[src/hdl/ddc_pkg.sv]
// Purpose: shared constants of the dual-channel converter serial command port
// Assumes: 100 MHz hclk; the host makes the serial clock by a divider
package ddc_pkg;
    localparam int          DATA_BITS      = 16;
    localparam int          WORD_BITS      = 24;
    localparam int          LONG_BITS      = 32;
    localparam int          CHANNELS       = 2;
    // command and channel codes
    localparam logic [3:0]  CMD_WRITE      = 4'h0;
    localparam logic [3:0]  CMD_UPDATE     = 4'h1;
    localparam logic [3:0]  CMD_WRITE_ALL  = 4'h2;
    localparam logic [3:0]  CMD_WRITE_UPD  = 4'h3;
    localparam logic [3:0]  CMD_POWER_DOWN = 4'h4;
    localparam logic [3:0]  CMD_NOP        = 4'hf;
    localparam logic [3:0]  CHAN_A         = 4'h0;
    localparam logic [3:0]  CHAN_B         = 4'h1;
    localparam logic [3:0]  CHAN_ALL       = 4'hf;
    // reset values
    localparam logic [DATA_BITS-1:0] CODE_RST = 16'h0000;
    localparam logic [2:0]  PIN_RST        = 3'h4;
    // host register map (byte offsets)
    localparam logic [7:0]  REG_WORD       = 8'h00;
    localparam logic [7:0]  REG_CTRL       = 8'h04;
    localparam logic [7:0]  REG_STATUS     = 8'h08;
    localparam int          CTRL_LONG      = 0;
    localparam int          CTRL_GO        = 1;
    localparam int          STAT_BUSY      = 0;
    localparam logic [23:0] WORD_RST       = 24'h00_0000;
    // timing
    localparam int          CLK_PERIOD_NS  = 10;
    localparam int          T_SCK_HALF_NS  = 40;
    localparam int          SCK_HALF_CYC   = (T_SCK_HALF_NS + CLK_PERIOD_NS - 1) / CLK_PERIOD_NS;
endpackage

[src/hdl/ddc_if.sv]
// Purpose: three-wire serial command link between host and converter
// Assumes: host drives every wire, device only listens
// Notes: write-only link, no wire turns around
`timescale 1ns/100ps
interface ddc_if;
    logic select_and_load;
    logic serial_clock;
    logic serial_data_in;

    modport host (
        output select_and_load,
        output serial_clock,
        output serial_data_in
    );
    modport device (
        input select_and_load,
        input serial_clock,
        input serial_data_in
    );
endinterface

[src/hdl/ddc_device.sv]
// Purpose: converter end of the serial command port and its registers
// Assumes: link pins asynchronous; serial clock levels last 3+ hclk cycles
// Notes: outputs are the channel input/active codes, power-down flags and frame done/ignored pulses
//
// The AHB-Lite register port and the address map are this design's own decisions.
`timescale 1ns/100ps
module ddc_device #(
    parameter int CODE_BITS = ddc_pkg::DATA_BITS
) (
    input  wire logic                                   hclk,
    input  wire logic                                   hresetn,
    ddc_if.device                                       link,
    output logic [ddc_pkg::CHANNELS-1:0][CODE_BITS-1:0] input_code,
    output logic [ddc_pkg::CHANNELS-1:0][CODE_BITS-1:0] dac_code,
    output logic [ddc_pkg::CHANNELS-1:0]                power_down,
    output logic                                        frame_done,
    output logic                                        frame_ignored
);
    import ddc_pkg::*;

    logic [2:0]                          pins;
    logic                                cs_now;
    logic                                sck_now;
    logic                                sdi_now;
    logic                                cs_d_ff;
    logic                                sck_d_ff;
    logic                                cs_rise;
    logic                                cs_fall;
    logic                                sck_rise;
    logic [LONG_BITS-1:0]                shift_ff;
    logic [LONG_BITS-1:0]                nxt_shift;
    logic [5:0]                          count_ff;
    logic [5:0]                          nxt_count;
    logic [3:0]                          cmd;
    logic [3:0]                          chan;
    logic [CODE_BITS-1:0]                code;
    logic [CHANNELS-1:0]                 mask;
    logic                                reject;
    logic [CHANNELS-1:0][CODE_BITS-1:0]  in_ff;
    logic [CHANNELS-1:0][CODE_BITS-1:0]  nxt_in;
    logic [CHANNELS-1:0][CODE_BITS-1:0]  dac_ff;
    logic [CHANNELS-1:0][CODE_BITS-1:0]  nxt_dac;
    logic [CHANNELS-1:0]                 pd_ff;
    logic [CHANNELS-1:0]                 nxt_pd;
    logic                                done_ff;
    logic                                nxt_done;
    logic                                ign_ff;
    logic                                nxt_ign;

    // channel code to per-channel select mask; unknown codes select none
    function automatic logic [CHANNELS-1:0] chan_mask(input logic [3:0] c);
        logic [CHANNELS-1:0] m;
        m = '0;
        case (c)
            CHAN_A:   m = 2'b01;
            CHAN_B:   m = 2'b10;
            CHAN_ALL: m = 2'b11;
            default:  m = '0;
        endcase
        return m;
    endfunction

    // all three wires share one delay, so data stays aligned to its clock
    ddc_sync #(
        .WIDTH   (3),
        .RST_VAL (PIN_RST)
    ) u_sync (
        .hclk    (hclk),
        .hresetn (hresetn),
        .din     ({link.select_and_load, link.serial_clock, link.serial_data_in}),
        .dout    (pins)
    );

    assign cs_now   = pins[2];
    assign sck_now  = pins[1];
    assign sdi_now  = pins[0];
    assign cs_rise  = cs_now & ~cs_d_ff;
    assign cs_fall  = ~cs_now & cs_d_ff;
    assign sck_rise = sck_now & ~sck_d_ff;

    // edge history of the filtered select and clock pins
    always_ff @(posedge hclk or negedge hresetn) begin
        if (!hresetn) begin
            cs_d_ff  <= 1'b1;
            sck_d_ff <= 1'b0;
        end else begin
            cs_d_ff  <= cs_now;
            sck_d_ff <= sck_now;
        end
    end

    // shift register, enabled only while select is low
    always_comb begin
        nxt_shift = shift_ff;
        nxt_count = count_ff;
        if (cs_fall) begin
            nxt_count = '0; // new frame starts counting afresh
        end
        if (!cs_now && sck_rise) begin
            nxt_shift = {shift_ff[LONG_BITS-2:0], sdi_now};
            if (nxt_count < 6'(LONG_BITS)) begin
                nxt_count = nxt_count + 6'd1;
            end
        end
    end

    always_ff @(posedge hclk or negedge hresetn) begin
        if (!hresetn) begin
            shift_ff <= '0;
            count_ff <= '0;
        end else begin
            shift_ff <= nxt_shift;
            count_ff <= nxt_count;
        end
    end

    // the newest 24 bits form the word; any leading pad has shifted past
    assign cmd  = shift_ff[WORD_BITS-1 -: 4];
    assign chan = shift_ff[WORD_BITS-5 -: 4];
    assign code = shift_ff[DATA_BITS-1 -: CODE_BITS];
    assign mask = chan_mask(chan);
    // short frames and reserved channel codes change nothing
    assign reject = (count_ff < 6'(WORD_BITS)) || (mask == '0);

    // command execution on the select rising edge
    always_comb begin
        nxt_in   = in_ff;
        nxt_dac  = dac_ff;
        nxt_pd   = pd_ff;
        nxt_done = 1'b0;
        nxt_ign  = 1'b0;
        if (cs_rise) begin
            nxt_done = ~reject;
            nxt_ign  = reject;
            if (!reject) begin
                case (cmd)
                    CMD_WRITE: begin
                        for (int i = 0; i < CHANNELS; i++) begin
                            if (mask[i]) begin
                                nxt_in[i] = code;
                            end
                        end
                    end
                    CMD_UPDATE: begin
                        for (int i = 0; i < CHANNELS; i++) begin
                            if (mask[i]) begin
                                nxt_dac[i] = in_ff[i];
                                nxt_pd[i]  = 1'b0;
                            end
                        end
                    end
                    CMD_WRITE_ALL: begin
                        // every channel updates from its input register; selected channels use the freshly written value
                        for (int i = 0; i < CHANNELS; i++) begin
                            if (mask[i]) begin
                                nxt_in[i] = code;
                            end
                            nxt_dac[i] = nxt_in[i];
                            nxt_pd[i]  = 1'b0;
                        end
                    end
                    CMD_WRITE_UPD: begin
                        for (int i = 0; i < CHANNELS; i++) begin
                            if (mask[i]) begin
                                nxt_in[i]  = code;
                                nxt_dac[i] = code;
                                nxt_pd[i]  = 1'b0;
                            end
                        end
                    end
                    CMD_POWER_DOWN: begin
                        // data word unused; codes stay as they were
                        for (int i = 0; i < CHANNELS; i++) begin
                            if (mask[i]) begin
                                nxt_pd[i] = 1'b1;
                            end
                        end
                    end
                    CMD_NOP: begin
                        nxt_done = 1'b1;
                    end
                    default: begin
                        nxt_done = 1'b0;
                        nxt_ign  = 1'b1;
                    end
                endcase
            end
        end
    end

    // zero-scale codes and powered-up channels from reset
    always_ff @(posedge hclk or negedge hresetn) begin
        if (!hresetn) begin
            for (int i = 0; i < CHANNELS; i++) begin
                in_ff[i]  <= CODE_RST[DATA_BITS-1 -: CODE_BITS];
                dac_ff[i] <= CODE_RST[DATA_BITS-1 -: CODE_BITS];
            end
            pd_ff   <= '0;
            done_ff <= 1'b0;
            ign_ff  <= 1'b0;
        end else begin
            in_ff   <= nxt_in;
            dac_ff  <= nxt_dac;
            pd_ff   <= nxt_pd;
            done_ff <= nxt_done;
            ign_ff  <= nxt_ign;
        end
    end

    assign input_code    = in_ff;
    assign dac_code      = dac_ff;
    assign power_down    = pd_ff;
    assign frame_done    = done_ff;
    assign frame_ignored = ign_ff;
endmodule

[src/hdl/ddc_sync.sv]
// Purpose: three-flop pin synchroniser with agreement filter
// Assumes: inputs asynchronous to hclk
// Notes: output changes only when stages two and three agree
`timescale 1ns/100ps
module ddc_sync #(
    parameter int               WIDTH   = 3,
    parameter logic [WIDTH-1:0] RST_VAL = '0
) (
    input  wire logic             hclk,
    input  wire logic             hresetn,
    input  wire logic [WIDTH-1:0] din,
    output logic      [WIDTH-1:0] dout
);
    logic [WIDTH-1:0] s1_ff;
    logic [WIDTH-1:0] s2_ff;
    logic [WIDTH-1:0] s3_ff;
    logic [WIDTH-1:0] filt_ff;
    logic [WIDTH-1:0] nxt_filt;

    // per bit: take the new level only once two stages match
    always_comb begin
        for (int i = 0; i < WIDTH; i++) begin
            nxt_filt[i] = (s2_ff[i] == s3_ff[i]) ? s3_ff[i] : filt_ff[i];
        end
    end

    // stage one feeds stage two only
    always_ff @(posedge hclk or negedge hresetn) begin
        if (!hresetn) begin
            s1_ff   <= RST_VAL;
            s2_ff   <= RST_VAL;
            s3_ff   <= RST_VAL;
            filt_ff <= RST_VAL;
        end else begin
            s1_ff   <= din;
            s2_ff   <= s1_ff;
            s3_ff   <= s2_ff;
            filt_ff <= nxt_filt;
        end
    end

    assign dout = filt_ff;
endmodule

[src/flat_wrapper.sv]
// flat-port wrapper written by rule: the top's interface ports become plain ports
module ddc_device_flat import ddc_pkg::*;
#(
    parameter int CODE_BITS = ddc_pkg::DATA_BITS
)
  (hclk, hresetn, input_code, dac_code, power_down, frame_done, frame_ignored, link_select_and_load, link_serial_clock, link_serial_data_in);
  ddc_if link_i ();
  input  wire logic hclk;
  input  wire logic hresetn;
  output logic [ddc_pkg::CHANNELS-1:0][CODE_BITS-1:0] input_code;
  output logic [ddc_pkg::CHANNELS-1:0][CODE_BITS-1:0] dac_code;
  output logic [ddc_pkg::CHANNELS-1:0] power_down;
  output logic frame_done;
  output logic frame_ignored;
  input wire logic [$bits(link_i.select_and_load)-1:0] link_select_and_load;
  input wire logic [$bits(link_i.serial_clock)-1:0] link_serial_clock;
  input wire logic [$bits(link_i.serial_data_in)-1:0] link_serial_data_in;
  assign link_i.select_and_load = link_select_and_load;
  assign link_i.serial_clock = link_serial_clock;
  assign link_i.serial_data_in = link_serial_data_in;
  ddc_device #(.CODE_BITS(CODE_BITS)) u_core (.hclk(hclk), .hresetn(hresetn), .link(link_i), .input_code(input_code), .dac_code(dac_code), .power_down(power_down), .frame_done(frame_done), .frame_ignored(frame_ignored));
endmodule
[config.mk]
export PLATFORM = sky130hd
export DESIGN_NAME = ddc_device_flat
export DESIGN_NICKNAME = d
export VERILOG_FILES = /design/src/hdl/ddc_pkg.sv /design/src/hdl/ddc_if.sv /design/src/hdl/ddc_device.sv /design/src/hdl/ddc_sync.sv /design/src/flat_wrapper.sv
export SDC_FILE = /design/constraint.sdc
export NUM_CORES = 1
export LEC_CHECK = 0
export ABC_AREA = 1
export BUFFER_PORTS_ARGS = -buffer_cell sky130_fd_sc_hd__buf_2
export CAP_MARGIN = 20
export CORE_MARGIN = 3
export CORE_UTILIZATION = 58
export DETAILED_ROUTE_END_ITERATION = 12
export GPL_TIMING_DRIVEN = 0
export MAX_ROUTING_LAYER = met4
export PLACE_DENSITY = 0.8
export SLEW_MARGIN = 20
export SYNTH_ARGS = -nofsm -noshare
export SYNTH_HDL_FRONTEND = slang
export SYNTH_SLANG_ARGS = --single-unit
[constraint.sdc]
create_clock -name hclk -period 2 [get_ports hclk]
set_clock_uncertainty 0.2 [all_clocks]
set_input_delay 0.4 -clock hclk [delete_from_list [all_inputs] [get_ports hclk]]
set_output_delay 0.4 -clock hclk [all_outputs]
set_load 0.02 [all_outputs]
Word-level counts from Yosys, hierarchy flattened. Index checks and enable logic that the tools add are counted.

Add/subtract/negate cells: 1. Order comparisons: 2. Equal/unequal tests: 18. Mux-type cells: 22. Bitwise logic cells: 7. Reduce and logical (&&, ||, !) cells: 17.

Operators by type and width (number): 16-bit two-way mux (6); 32-bit one-hot mux with 3 select lines (1); 5-bit AND reduction (4); 6-bit two-way mux (3); 2-bit by 1-bit inequality test with 1-bit output (second input constant) (8); 2-bit one-hot mux with 3 select lines (2); 1-bit two-way mux (9); 4-bit by 1-bit equality test with 1-bit output (second input constant) (2); 4-bit by 2-bit equality test with 1-bit output (second input constant) (2); 4-bit equality test (second input constant) (2); 4-bit zero test (2); 6-bit by 1-bit adder with 6-bit output (second input constant) (1); 6-bit by 5-bit < comparator with 1-bit output (second input constant) (1); 6-bit < comparator (second input constant) (1); 3-bit nonzero test (2); 6-bit OR reduction (1); 5-bit OR reduction (1); 4-bit by 3-bit equality test with 1-bit output (second input constant) (1); 1-bit NOT (4); 1-bit AND (3); 1-bit equality test (3); 3-bit AND reduction (1); 3-bit OR reduction (1); 2-bit zero test (1); other kinds (5) (5).

Register bits: 112. Output and inout port bits: 68. Logic and storage cells: 85.

Depth between registers and ports, before layout.
Depth in word-level cells: 8. Gate-level depth with buffers: 10. Mapped depth without buffers: 9.

By module. From an unflattened synthesis, not the netlist that was laid out.

Cell total of the unflattened synthesis: 757. Area total of the unflattened synthesis: 5834.3 µm².

Modules (own cells, without submodules): ddc_device (instances 1, cells each 733, area each 5480.3 µm², seq. area each 2503.7 µm²); ddc_sync (instances 1, cells each 24, area each 354.1 µm², seq. area each 305.3 µm²).

Least setup slack after synthesis. Ideal clock, no wire load.

Kind: flip-flop to flip-flop. Start: register u_core.u_sync.filt_ff[2], in the netlist u_core.u_sync.dout[2]. End: register u_core.dac_ff, in the netlist u_core.dac_code[10]. Setup time: 0.123 ns. Arrival: 1.344 ns. Data required time: 1.677 ns. Slack: 0.333 ns. Stages on the path, launching flop included: 7. Path buffers: 1. Period minus slack after synthesis: 1.667 ns. Path through: dfstp_2 > inv_1 > nor2_2 > nand2_2 > buf_2 > o21ai_0 > nand2_1.

Longest elaborated chain between the ends: 2.

Ends and longest elaborated chain: start: declaration (RTL line ddc_sync.sv:17) `logic [WIDTH-1:0] filt_ff;`; start signal: assignment (RTL line ddc_sync.sv:38) `filt_ff <= nxt_filt;`; 1-bit AND (RTL line ddc_device.sv:77) `assign cs_rise = cs_now & ~cs_d_ff;`; 5-bit AND reduction (no line); end signal: indexed assignment (RTL line ddc_device.sv:196) `dac_ff[i] <= CODE_RST[DATA_BITS-1 -: CODE_BITS];`; end signal: assignment (RTL line ddc_device.sv:203) `dac_ff <= nxt_dac;`; end: declaration (RTL line ddc_device.sv:41) `logic [CHANNELS-1:0][CODE_BITS-1:0] dac_ff;`.

Every way passes these cells. A chain may end at the register's enable or synchronous reset.

Worst setup path after layout.
Start: register u_core.shift_ff[18]. End: register u_core.in_ff, in the netlist u_core.input_code[12].

Longest elaborated chain between the ends: 6. Elaborated cells on any way between the ends: 9. Classes of those cells: eq/ne (2); mux (2); bitwise (1); reduce/logical (4).

Ends and longest elaborated chain: start: declaration (RTL line ddc_device.sv:30) `logic [LONG_BITS-1:0] shift_ff;`; start signal: assignment (RTL line ddc_device.sv:112) `shift_ff <= nxt_shift;`; 4-bit equality test (tied with other cells) (RTL line ddc_device.sv:54) `case (c)`; 2-bit one-hot mux with 3 select lines (*) (RTL line ddc_device.sv:54); 2-bit zero test (RTL line ddc_device.sv:123) `assign reject = (count_ff < 6'(WORD_BITS)) || (mask == '0);`; 1-bit logical OR (RTL line ddc_device.sv:123); 1-bit NOT (no line); 3-bit AND reduction (no line); end signal: indexed assignment (RTL line ddc_device.sv:195) `in_ff[i] <= CODE_RST[DATA_BITS-1 -: CODE_BITS];`; end signal: assignment (RTL line ddc_device.sv:202) `in_ff <= nxt_in;`; end: declaration (RTL line ddc_device.sv:39) `logic [CHANNELS-1:0][CODE_BITS-1:0] in_ff;`.

Every way passes the cells marked *; elsewhere a longest branch is shown, timed or not.

==> run metrics <==
count of unique library cells instantiated by Yosys 32; clock latency on the worst-skew pair 0.38 ns; minimum clock period after layout 1.93 ns; critical path capture point type flip-flop; placed wire-length estimate 10.8 mm; overflow left after global routing 0; antenna violations before repair 0; Core ar. about 0.0093 mm²; fraction of layout instances using a drive strength above 1 0.178; Sinks on Clock Net 112; number of enable flip-flop cells after synthesis 0; largest net degree at the start of global routing 63; top fanout value on the critical path 10; number of vias in the routed layout 5,280; total power 4.15 mW; iteration count of the initial detailed-routing pass 5; Max Clock Freq roughly 520 MHz; final layout net count 839; maximum VDD drop 0.391 mV; dominant register cell in the synthesized netlist sky130_fd_sc_hd__dfrtp_1; run status complete, no violations; most common cell in the synthesized netlist sky130_fd_sc_hd__nand2_1; hold violation count in the final report 0; TritonCTS clock tree yes; # diodes 0; H-tree Lvls 3; gate count after technology mapping approximately 740; RSZ-0062 raised after global routing yes; Post-Syn Area per Cell 7.57 µm²; vias in the first global route approximately 4,900; post-route core utilization 0.698; min-delay worst type reg -> reg; depth of the worst hold-timing path 0; Critical Path AT 2.02 ns; R2R cell count 6; Final period util 0.966; CP cell instances nor2_4, nand2_4, nand3_4, nand4_4, buf_2, o21ai_0; dominant cells by area after synthesis sky130_fd_sc_hd__dfrtp_1 (48%), sky130_fd_sc_hd__nand2_1 (17%), sky130_fd_sc_hd__o21ai_0 (9.2%); final setup violating endpoints 0; Fill cells 800; maximum clock path buffer count 2; slew at the pin closest to its max-slew limit approximately 0.47 ns; element type at the critical path start flip-flop; DIE AREA about 0.011 mm²; Overall Global Routing Usage 0.292; Slew HR 0.687; Clk Tree Root Cell sky130_fd_sc_hd__clkbuf_8; drt first-iter violations 594; clock-pin slew on the worst setup and hold paths 0.10 ns; portion of the post-synthesis area used by sequential elements 0.500; area growth from synthesis to layout 15.9%; post-route antenna net violation count 0; total detailed-routing wirelength 15.1 mm; number of buffers created by CTS 9; Die Wd 104 µm; die height 104 µm; final-layout setup total negative slack 0 ns; summed instance area of the synthesized netlist 0.00562 mm²; number of violations of the max-capacitance limit 0; biggest area consumer among synthesized cells sky130_fd_sc_hd__dfrtp_1; drt wl/cell 15.6 µm; number of warnings printed during yosys synthesis 0; DRC errors left 0; peak per-stage delay on the critical path 0.45 ns; critical path data required time 2.09 ns; placer's final routability congestion estimate roughly 1; cell types with the highest counts after synthesis sky130_fd_sc_hd__nand2_1 (258), sky130_fd_sc_hd__dfrtp_1 (107), sky130_fd_sc_hd__o21ai_0 (103), sky130_fd_sc_hd__inv_1 (101), sky130_fd_sc_hd__nand3_1 (70); total power density per cell area between 600 and 700 mW/mm²; Critical Setup Path Class reg -> reg; Cell Rows 35; global-route wire length before repair 24.7 mm; Crit-path slowest cell sky130_fd_sc_hd__dfrtp_2; count of input and output buffers just over 70; number of storage elements in the synthesis netlist 112; area fraction of the dominant cell type after synthesis 0.476; synthesized net count 749; Initial Utilization 0.603; per-cell via count in the routed design 5.46; Static Leak 3.48 nW; fraction of registers with async set or reset after synthesis 1.00; I/O pin total 73; number of pins exceeding their max-slew limit in the final report 0
kinds of logic (layout without fill, tap and decap cells):
kind of cell               after synthesis  in the layout  synth area share
AOI/OAI and AO/OA                      123            123             0.111
xor gates and xnor gates                 4              4           0.00623
adders and majority gates                4              4           0.00757
buffers and inverters                  133            228            0.0953
DFF                                    112            112             0.500
and+or+nand+nor                        367            367             0.281
report_power, final:
part	total [mW]	leakage, nW	switching (mW)	internal, mW
combinational	0.440	1.88	0.316	0.123
sequential	2.45	1.52	0.0736	2.38
clock	1.25	0.0843	0.789	0.465
flip-flops by register name, indices dropped and copies added (netlist names):
name / count
u_core.frame_ignored: 1
u_core.u_sync.s3_ff: 3
u_core.shift_ff: 24
u_core.input_code: 32
u_core.power_down: 2
u_core.cs_d_ff: 1
u_core.count_ff: 6
u_core.u_sync.s2_ff: 3
u_core.u_sync.dout: 3
u_core.dac_code: 32
u_core.sck_d_ff: 1
u_core.u_sync.s1_ff: 3
u_core.frame_done: 1
worst max-delay path, delay by kind of cell (launching register included):
family | cells | cell delay (ns)
DFF | 1 | 0.45
AOI/OAI and AO/OA | 1 | 0.20
buffers and inverters | 1 | 0.28
and+or+nand+nor | 4 | 0.70
cells in the final DEF, fill, tap and decap left out, types with 5 or more instances in the layout:
cell and count:
sky130_fd_sc_hd__buf_4 7, sky130_fd_sc_hd__clkbuf_2 6, sky130_fd_sc_hd__dfrtp_1 105, sky130_fd_sc_hd__nand3_1 70, sky130_fd_sc_hd__nor2_1 14, sky130_fd_sc_hd__o21ai_1 20
sky130_fd_sc_hd__nor2_4 7, sky130_fd_sc_hd__o21ai_0 99, sky130_fd_sc_hd__nand2_1 258, sky130_fd_sc_hd__inv_1 101, sky130_fd_sc_hd__buf_2 83, sky130_fd_sc_hd__dfstp_2 5
sky130_fd_sc_hd__clkbuf_8 9
stage by stage:
stage | cell area [µm²] | hold WS [ns] | setup WS [ns] | std cells
floorplan | 5620 | -0.0956 | 0.333 | 743
global placement | 6140 | 0.132 | -0.907 | 944
detailed placement | 6180 | 0.136 | -0.117 | 945
CTS | 6400 | 0.161 | 0.00339 | 964
global route | 6520 | 0.173 | -0.0201 | 967
finish | 6520 | 0.158 | 0.0681 | 967
layout make-up:
type	instances	area, µm²	share of cell area
Timing Repair Buffer	81	464	0.0713
Clock buffer	11	131	0.0202
Tap cell	129	161	0.0248
Inverter	102	383	0.0588
Clock inverter	5	38.8	0.00595
Multi-Input combinational cell	498	2350	0.360
Sequential cell	112	2810	0.432
Buffer	29	176	0.0271
metal layers:
metal	up-vias	global-route usage	routed length, µm
met2	309	0.415	6400
met1	2406	0.421	6600
met4	0	0.101	357
li1	2525	-	-
met5	-	-	0
met3	40	0.0596	1750
timing repair:
item                                   CTS  global route
endpoints found under the hold margin   53             0
setup buffers                            0             4
setup endpoints to repair               54            73
gates resized for setup                 10            42
gates cloned                             0             0
pin swaps                                0             3
hold buffers                             4             0
path summary, 6_finish.rpt:
| path | from | endpoint | slack, ns |
|---|---|---|---|
| setup / recovery | u_core.shift_ff[18]$_DFFE_PN0P_ | u_core.input_code[12]$_DFFE_PN0P_ | 0.07 |
| hold / removal | u_core.u_sync.s1_ff[0]$_DFF_PN0_ | u_core.u_sync.s2_ff[0]$_DFF_PN0_ | 0.16 |
| setup reg to reg | u_core.shift_ff[18]$_DFFE_PN0P_ | u_core.input_code[12]$_DFFE_PN0P_ | 0.07 |
| hold reg to reg | u_core.u_sync.s1_ff[0]$_DFF_PN0_ | u_core.u_sync.s2_ff[0]$_DFF_PN0_ | 0.16 |
| max in group asynchronous | hresetn | u_core.u_sync.s1_ff[2]$_DFF_PN1_ | 0.58 |
| min in group asynchronous | hresetn | u_core.frame_done$_DFF_PN0_ | 0.31 |
(Power assumes the default switching activity.)
